===== src/common/cop_pkg.sv =====
// Offsets, field layouts and codes for the clock output and multiplier override registers
`default_nettype none
package cop_pkg;
  // Register offsets on the register port
  localparam logic [7:0] PREEMPH_OFS = 8'h48;
  localparam logic [7:0] TRIG_CTRL_OFS = 8'h57;
  localparam logic [7:0] MULT_OVR_OFS = 8'h58;
  // Reset values
  localparam logic [7:0] PREEMPH_RST = 8'h00;
  localparam logic [7:0] TRIG_CTRL_RST = 8'h00;
  localparam logic [7:0] MULT_OVR_RST = 8'h00;
  // Field positions
  localparam int PE_LSB = 0;
  localparam int PE_MSB = 3;
  localparam int TRIG_EN_BIT = 7;
  localparam int TRIG_SEL_LSB = 0;
  localparam int TRIG_SEL_MSB = 2;
  localparam int OVR_EN_BIT = 7;
  localparam int SECOND_SEL_LSB = 4;
  localparam int SECOND_SEL_MSB = 5;
  localparam int FIRST_SEL_LSB = 2;
  localparam int FIRST_SEL_MSB = 3;
  localparam int SE_REF_BIT = 1;
  localparam int MULT_EN_BIT = 0;
  // Trigger output modes
  localparam logic [2:0] TRIG_UI16 = 3'h0;
  localparam logic [2:0] TRIG_UI32 = 3'h1;
  localparam logic [2:0] TRIG_UI64 = 3'h2;
  localparam logic [2:0] TRIG_TSTAMP = 3'h3;
  // Half periods in lane UI ticks for the clock modes
  localparam logic [5:0] HALF_UI16 = 6'h08;
  localparam logic [5:0] HALF_UI32 = 6'h10;
  localparam logic [5:0] HALF_UI64 = 6'h20;
  // Divided reference codes
  localparam logic [1:0] DIVREF_OFF = 2'h0;
  localparam logic [1:0] DIVREF_BY1 = 2'h1;
  localparam logic [1:0] DIVREF_BY2 = 2'h2;
  localparam logic [1:0] DIVREF_BY4 = 2'h3;
  // Synchroniser bit positions for the pin inputs
  localparam int SY_TSTAMP = 0;
  localparam int SY_MEN = 1;
  localparam int SY_REFSEL = 2;
  localparam int SY_CFGA = 3;
  localparam int SY_CFGB = 4;
  localparam int SY_W = 5;
endpackage : cop_pkg
`default_nettype wire


===== src/cop_regs.sv =====
// Clock output, pre-emphasis and multiplier override register block
`timescale 1ns/1ps
`default_nettype none

// Contract
// - One 4-bit pre-emphasis code drives all lanes
// - Trigger enable bit 7, resets disabled
// - Mode 0/1/2 clocks 16/32/64 UI, 3 timestamp
// - Override bit selects registers over strap pins
// - Bits 5:4 set second divided output
// - Bits 3:2 set first divided output
// - Without override, strap pins set both outputs
// - Second output needs first output running
// - Bit 1 replaces reference select pin
// - Bit 0 replaces multiplier enable pin
module cop_regs (
  // Clock and reset
  input wire logic clk_sys,
  input wire logic rstn,
  // Register port
  input wire logic reg_wr,
  input wire logic reg_rd,
  input wire logic [7:0] reg_addr,
  input wire logic [7:0] reg_wdata,
  output logic [7:0] reg_rdata,
  // Lane and serializer timing
  output logic [3:0] lane_preemphasis_code,
  input wire logic ui_tick,
  input wire logic ser_reinit,
  input wire logic timestamp_in_pair,
  output logic trigger_out_enable,
  output logic [2:0] trigger_out_select,
  output logic trigger_out_pair,
  // Multiplier strap pins
  input wire logic multiplier_enable_pin,
  input wire logic ref_select_pin,
  input wire logic clock_config_pin_a,
  input wire logic clock_config_pin_b,
  // Multiplier controls and divided references
  input wire logic ref_tick,
  output logic multiplier_enable,
  output logic single_ended_ref_select,
  output logic [1:0] first_divref_select,
  output logic [1:0] second_divref_select,
  output logic first_divref_out,
  output logic second_divref_out
);

  typedef struct packed {
    logic [7:0] pe;
    logic [7:0] trig;
    logic [7:0] ovr;
    logic [7:0] rdata;
    logic [cop_pkg::SY_W-1:0] sy1;
    logic [cop_pkg::SY_W-1:0] sy2;
    logic [5:0] tcnt;
    logic tout;
    logic [1:0] rcnt;
    logic cout;
    logic dout;
  } cop_state_s;

  cop_state_s st_ff;
  cop_state_s nxt_st;
  logic [5:0] half;
  logic ovr_en;
  logic [1:0] strap_code;
  logic [1:0] c_code;
  logic [1:0] d_code;
  logic [1:0] c_mask;
  logic [1:0] d_mask;

  function automatic logic [1:0] cop_mask(input logic [1:0] code);
    case (code)
      cop_pkg::DIVREF_BY2: cop_mask = 2'h1;
      cop_pkg::DIVREF_BY4: cop_mask = 2'h3;
      default: cop_mask = 2'h0;
    endcase
  endfunction : cop_mask

  // Strap mapping: both divided outputs follow the two config pins
  assign ovr_en = st_ff.ovr[cop_pkg::OVR_EN_BIT];
  assign strap_code = {st_ff.sy2[cop_pkg::SY_CFGB], st_ff.sy2[cop_pkg::SY_CFGA]};
  assign c_code = ovr_en ? st_ff.ovr[cop_pkg::FIRST_SEL_MSB:cop_pkg::FIRST_SEL_LSB]
                         : strap_code;
  assign d_code = ovr_en ? st_ff.ovr[cop_pkg::SECOND_SEL_MSB:cop_pkg::SECOND_SEL_LSB]
                         : strap_code;
  assign c_mask = cop_mask(c_code);
  assign d_mask = cop_mask(d_code);

  always_comb
  begin
    nxt_st = st_ff;
    nxt_st.sy1 = {clock_config_pin_b, clock_config_pin_a, ref_select_pin,
                  multiplier_enable_pin, timestamp_in_pair};
    nxt_st.sy2 = st_ff.sy1;
    // Full bytes are kept so reserved bits read back as written
    if (reg_wr)
    begin
      case (reg_addr)
        cop_pkg::PREEMPH_OFS: nxt_st.pe = reg_wdata;
        cop_pkg::TRIG_CTRL_OFS: nxt_st.trig = reg_wdata;
        cop_pkg::MULT_OVR_OFS: nxt_st.ovr = reg_wdata;
        default: ;
      endcase
    end
    if (reg_rd)
    begin
      case (reg_addr)
        cop_pkg::PREEMPH_OFS: nxt_st.rdata = st_ff.pe;
        cop_pkg::TRIG_CTRL_OFS: nxt_st.rdata = st_ff.trig;
        cop_pkg::MULT_OVR_OFS: nxt_st.rdata = st_ff.ovr;
        default: nxt_st.rdata = 8'h00;
      endcase
    end
    // Trigger output divider
    case (st_ff.trig[cop_pkg::TRIG_SEL_MSB:cop_pkg::TRIG_SEL_LSB])
      cop_pkg::TRIG_UI16: half = cop_pkg::HALF_UI16;
      cop_pkg::TRIG_UI32: half = cop_pkg::HALF_UI32;
      default: half = cop_pkg::HALF_UI64;
    endcase
    if (!st_ff.trig[cop_pkg::TRIG_EN_BIT])
    begin
      nxt_st.tcnt = 6'h00;
      nxt_st.tout = 1'b0;
    end
    else if (st_ff.trig[cop_pkg::TRIG_SEL_MSB:cop_pkg::TRIG_SEL_LSB] == cop_pkg::TRIG_TSTAMP)
    begin
      nxt_st.tcnt = 6'h00;
      nxt_st.tout = st_ff.sy2[cop_pkg::SY_TSTAMP];
    end
    else if (st_ff.trig[cop_pkg::TRIG_SEL_MSB:cop_pkg::TRIG_SEL_LSB] > cop_pkg::TRIG_TSTAMP)
    begin
      nxt_st.tcnt = 6'h00;
      nxt_st.tout = 1'b0;
    end
    else if (ser_reinit)
    begin
      // Clock modes ride on the serializer, so a restart breaks the clock
      nxt_st.tcnt = 6'h00;
      nxt_st.tout = 1'b0;
    end
    else if (ui_tick)
    begin
      if (st_ff.tcnt == half - 6'h01)
      begin
        nxt_st.tcnt = 6'h00;
        nxt_st.tout = ~st_ff.tout;
      end
      else
        nxt_st.tcnt = st_ff.tcnt + 6'h01;
    end
    // Divided reference outputs
    if (ref_tick)
      nxt_st.rcnt = st_ff.rcnt + 2'h1;
    if (c_code == cop_pkg::DIVREF_OFF)
      nxt_st.cout = 1'b0;
    else if (ref_tick && ((st_ff.rcnt & c_mask) == c_mask))
      nxt_st.cout = ~st_ff.cout;
    if (d_code == cop_pkg::DIVREF_OFF || c_code == cop_pkg::DIVREF_OFF)
      nxt_st.dout = 1'b0;
    else if (ref_tick && ((st_ff.rcnt & d_mask) == d_mask))
      nxt_st.dout = ~st_ff.dout;
  end

  always_ff @(posedge clk_sys or negedge rstn)
  begin
    if (!rstn)
    begin
      st_ff <= '0;
      st_ff.pe <= cop_pkg::PREEMPH_RST;
      st_ff.trig <= cop_pkg::TRIG_CTRL_RST;
      st_ff.ovr <= cop_pkg::MULT_OVR_RST;
    end
    else
      st_ff <= nxt_st;
  end

  assign reg_rdata = st_ff.rdata;
  assign lane_preemphasis_code = st_ff.pe[cop_pkg::PE_MSB:cop_pkg::PE_LSB];
  assign trigger_out_enable = st_ff.trig[cop_pkg::TRIG_EN_BIT];
  assign trigger_out_select = st_ff.trig[cop_pkg::TRIG_SEL_MSB:cop_pkg::TRIG_SEL_LSB];
  assign trigger_out_pair = st_ff.tout;
  assign multiplier_enable = ovr_en ? st_ff.ovr[cop_pkg::MULT_EN_BIT]
                                    : st_ff.sy2[cop_pkg::SY_MEN];
  assign single_ended_ref_select = ovr_en ? st_ff.ovr[cop_pkg::SE_REF_BIT]
                                          : st_ff.sy2[cop_pkg::SY_REFSEL];
  assign first_divref_select = c_code;
  assign second_divref_select = (c_code == cop_pkg::DIVREF_OFF) ? cop_pkg::DIVREF_OFF : d_code;
  assign first_divref_out = st_ff.cout;
  assign second_divref_out = st_ff.dout;
endmodule : cop_regs
`default_nettype wire


===== config.mk =====
export PLATFORM = sky130hd
export DESIGN_NAME = cop_regs
export DESIGN_NICKNAME = d
export VERILOG_FILES = /design/src/common/cop_pkg.sv /design/src/cop_regs.sv
export SDC_FILE = /design/constraint.sdc
export NUM_CORES = 1
export LEC_CHECK = 0
export BUFFER_PORTS_ARGS = -buffer_cell sky130_fd_sc_hd__buf_2
export CAP_MARGIN = 20
export CORE_ASPECT_RATIO = 0.7
export CORE_MARGIN = 5
export CORE_UTILIZATION = 25
export CTS_BUF_LIST = sky130_fd_sc_hd__clkbuf_16
export CTS_CLUSTER_SIZE = 12
export DETAILED_ROUTE_END_ITERATION = 8
export RECOVER_POWER = 100
export SLEW_MARGIN = 15
export SYNTH_ARGS = -nofsm -noshare
export SYNTH_HDL_FRONTEND = slang
export SYNTH_SLANG_ARGS = --single-unit

===== constraint.sdc =====
create_clock -name clk_sys -period 2.55 [get_ports clk_sys]
set_input_delay 0.6375 -clock clk_sys [delete_from_list [all_inputs] [get_ports clk_sys]]
set_output_delay 0.6375 -clock clk_sys [all_outputs]
set_load 0.01 [all_outputs]

== Yosys cells after proc, flatten, opt, wreduce, memory -nomap -nowiden ==
Cells that the tools add are included.
Operators by class
  add/sub/neg operators: 3
  multiplexer cells: 20
  bitwise gates (word level): 5
  equal/unequal tests: 14
  reduce and logical (&&, ||, !) cells: 12
  $lt $le $gt $ge: 1
Operators by type and width (number)
  2-to-1 mux 7 bit: 5
  == test 8 x 7 -> 1 bit (second input constant): 3
  one-hot mux 8 bit (3 select lines): 1
  one-hot mux 6 bit (2 select lines): 1
  == test 2 bit (second input constant): 4
  one-hot mux 2 bit (2 select lines): 2
  AND reduction 2 bit: 4
  2-to-1 mux 1 bit: 7
  adder 6 x 1 -> 6 bit (second input constant): 1
  == test 6 bit: 1
  2-to-1 mux 2 bit: 3
  2-to-1 mux 6 bit: 1
  subtractor 6 x 1 -> 6 bit (second input constant): 1
  != test 5 x 2 -> 1 bit (second input constant): 1
  != test 5 x 3 -> 1 bit (second input constant): 1
  AND 2 bit: 2
  == test 2 bit: 2
  logical NOT 2 bit: 2
  nonzero test 2 bit: 2
  == test 3 x 1 -> 1 bit (second input constant): 1
  == test 3 x 2 -> 1 bit (second input constant): 1
  greater-than comparator 3 x 2 -> 1 bit (second input constant): 1
  logical NOT 3 bit: 1
  inverter 1 bit: 3
  other kinds (3): 4
Storage, ports and cells
  register bits: 53
  output and inout port bits: 25

== Longest topological paths before layout ==
  word-level depth: 10
  gate-level depth with buffers: 8
  depth with buffers taken out: 7

== Worst setup path after synthesis ==
No wires, ideal clock.
  path kind: flip-flop to flip-flop
  start: register st_ff, in the netlist trigger_out_select[0]
  end: register st_ff, in the netlist trigger_out_pair
  cell stages (with the launch flop): 8
  data arrival time: 2.067 ns
  slack: 0.358 ns
  library setup time: 0.125 ns
  clock period less this slack: 2.192 ns
  cells stage by stage: dfrtp_1 -> clkbuf_1 -> or3_1 -> ha_1 -> xnor3_1 -> o21ai_2 -> o31ai_4 -> mux2_4
On the way
  word-level cells in the longest chain between the ends: 6
  elaborated cells between the ends (all ways): 13
RTL lines
  start, declared: line cop_regs.sv:63  | cop_state_s st_ff;
  start signal, assigned: line cop_regs.sv:176  | st_ff <= nxt_st;
  == test 3 x 1 -> 1 bit or logical NOT 3 bit (tied branches): line cop_regs.sv:117  | case (st_ff.trig[cop_pkg::TRIG_SEL_MSB:cop_pkg::TRIG_SEL_LSB])
  one-hot mux 6 bit (2 select lines): line cop_regs.sv:117
  subtractor 6 x 1 -> 6 bit: line cop_regs.sv:145  | if (st_ff.tcnt == half - 6'h01)
  == test 6 bit: line cop_regs.sv:145
  != test 5 x 2 -> 1 bit (no line)
  AND reduction 2 bit (no line)
Parallel ways exist; a longest one is shown, timed or not.
A chain may end at the register's enable or synchronous reset.

== Worst setup path after layout ==
  start: register st_ff, in the netlist trigger_out_select[1]
  end: register st_ff, in the netlist trigger_out_pair
Same word-level chain as after synthesis.

==> run metrics <==
top-area cell type share of the netlist area=50.7%; Root Driver=clkbuf_16; initial antenna violation count=0; most numerous cell in the Yosys netlist=dfrtp_1; Relative slew margins=14.3%; max cap viols=0; # hold bufs at CTS=0; syn_nets=248; Post-synth EDFFs=0; DRT antenna net count=0; startpoint types=flip-flop; TritonCTS clock tree=yes; drc violations=0; Final Hold Fails=0; Final setup viols=0; leak pwr=1.34 nW; CP max stage delay=0.40 ns; DRT iter0 DRCs=63; H-tree depth=2; Fmax achieved=446 MHz; Design Power=1.83 mW; share of cells above drive strength 1=26.7%; RD Place Congestion=0.802; Comb power frac=13.1%; Clock Sinks=53; peak supply drop=220 uV; routed length per instance=15.0 um; GRT overflow=0; Yosys reg bits=53; critical path endpoint category=flip-flop; overall routing resource usage=9.63%; post-DP HPWL=4.55 mm; ant diodes=0; first-pass GRT wire length=9.59 mm; clock-pin slew on the worst setup and hold paths=0.06 ns; Crit-path slowest cell=clkbuf_1; Final Cycle Share=88.0%; post-synth cell types=44; initial core utilization=25.4%; setup ws final=0.306 ns; Netlist Area Pre-Place=2610 sq um; clock buffer depth=2; async set-reset flop share out of synthesis=100%; crit-path cells=clkbuf_1, nor2_1, nand2_1, ha_1, xor2_1, nand3_1, o31ai_4, mux2_4; Sequential Power Share=51.7%; worst hold path type=flip-flop to flip-flop; Num CTS Buffers=5; largest net degree at the start of global routing=33; Post-Route WL=5.84 mm; sw frac=25.5%; Main synth FF type=dfrtp_1; Setup Fix Bufs, Post-CTS=0; family with the most delay on the worst path=buffers and inverters; Place WS=0.382 ns; # rows=31; Worst-Margin Slew=1.29 ns; Top Ports=53; PostCTS Resize Cnt=0; area leader, netlist=dfrtp_1; Yosys warnings=0; Core ar.=10300 sq um; die height=95.6 um; vias in the first global route=1799; Internal=1.37 mW; Critical Path RT=2.73 ns; Fin Setup TNS=0 ns; final net count=288; Synth top cells by count=dfrtp_1, mux2_2, buf_4; sequential share of the synthesized area=50.7%; worst skew pair latency=0.30 ns; Mapped Cells=217; RSZ-0062 raised after global routing=false; synthesis-to-finish area growth=14.4%; Die ar.=12600 sq um; IO Port Bufs=52; Syn Area/Cell=12.0 sq um; crit path kind=flip-flop to flip-flop; critical path fanouts, max=10; Clock power frac=35.2%; Vias/cell=4.55; First-pass DRT Iterations=4; Vias=1776; Final Util=29.1%; final clock skew=0.0115 ns; status=completed; Psw=0.467 mW; Die Wd=132 um; Power per Cell Area=613 nW/um^2; WP buf/inv=1; Synth area leaders=dfrtp_1, mux2_2, buf_4; CP Data Arrival Time=2.42 ns; crit path time final=2.24 ns; Slew Limit Fails=0
layout by cell type, fill, tap and decap left out, types with 2 or more instances in the layout:
cell type / synthesis / final
dfrtp_1: 53 / 53
clkbuf_1: 2 / 29
mux2_2: 28 / 28
buf_2: 3 / 26
inv_1: 11 / 14
nand2_1: 11 / 11
nor2_1: 8 / 8
a22oi_1: 8 / 8
o22ai_1: 8 / 8
nand2b_1: 7 / 7
a22o_1: 6 / 6
xor2_1: 5 / 5
clkbuf_16: 0 / 5
mux2i_1: 4 / 4
o21ai_0: 4 / 4
nand3_1: 4 / 4
nand4_1: 1 / 3
ha_1: 3 / 3
and4b_1: 2 / 2
and2_1: 2 / 2
a211oi_1: 2 / 2
xnor2_1: 2 / 2
a21boi_0: 2 / 2
a21oi_1: 2 / 2
buf_4: 18 / 2
cell families after synthesis:
group	count (synthesis)	synth area share, %
DFF	53	50.7
and+or+nand+nor	43	10.4
AOI/OAI and AO/OA	41	11.8
buffers and inverters	36	8.19
muxes	33	14.2
xor gates and xnor gates	8	3.21
adders and majority gates	3	1.44
worst register-to-register path: stages (launching register included):
cell and delay [ns]:
dfrtp_1 0.33, clkbuf_1 0.40, nor2_1 0.08, nand2_1 0.10, ha_1 0.24, xor2_1 0.18
nand3_1 0.16, o31ai_4 0.32, mux2_4 0.33
metrics by stage:
stage	hold slack, ns	area, sq um	cells
6_report	0.350	2990	390
5_1_grt	0.361	2990	390
3_5_place_dp	0.337	2920	382
3_3_place_gp	0.337	2920	382
2_1_floorplan	0.331	2610	217
4_1_cts	0.332	3060	390
sequential cells by signal, summed over array words and instances (netlist names):
register               cells
trigger_out_select         3
first_divref_out           1
trigger_out_pair           1
second_divref_out          1
trigger_out_enable         1
nxt_st                     5
reg_rdata                  8
ovr_en                     1
lane_preemphasis_code      4
st_ff                     28
routing by layer:
metal	global-route usage, %	part of all wire (%)
met5	0	0
met4	2.97	1.1
met3	3.69	5.6
met2	13.5	41
met1	13.7	53
power groups by stage:
| stage | Sequential [mW] | Clock [mW] | Combinational [mW] |
|---|---|---|---|
| after global routing | 0.958 | 0.698 | 0.271 |
| after detailed placement | 0.964 | 0 | 0.257 |
| after floorplan | 0.958 | 0 | 0.155 |
| after global placement | 0.964 | 0 | 0.252 |
| final | 0.948 | 0.645 | 0.240 |
| after CTS | 0.948 | 0.670 | 0.259 |
cell type report:
type                       instances  area [sq um]
clock buffer                       5           125
timing repair buffer              58           274
fill                            1086          7290
inverter                          11          41.3
clock inverter                     3          11.3
tap                              132           165
multi-input combinational        128          1050
sequential                        53          1330
worst paths after layout:
check,startpoint,end,slack (ns),cells past startpoint
max reg2reg,trigger_out_select[1]$_DFFE_PN0P_,trigger_out_pair$_DFFE_PN0P_,0.31,8
min,nxt_st[14]$_DFF_PN0_,st_ff[14]$_DFF_PN0_,0.35,0
max in group asynchronous,rstn,reg_rdata[0]$_DFFE_PN0P_,1.15,2
max,trigger_out_select[1]$_DFFE_PN0P_,trigger_out_pair$_DFFE_PN0P_,0.31,8
min reg2reg,nxt_st[14]$_DFF_PN0_,st_ff[14]$_DFF_PN0_,0.35,0
min in group asynchronous,rstn,st_ff[3]$_DFFE_PN0P_,0.61,1
(Power assumes the default switching activity.)
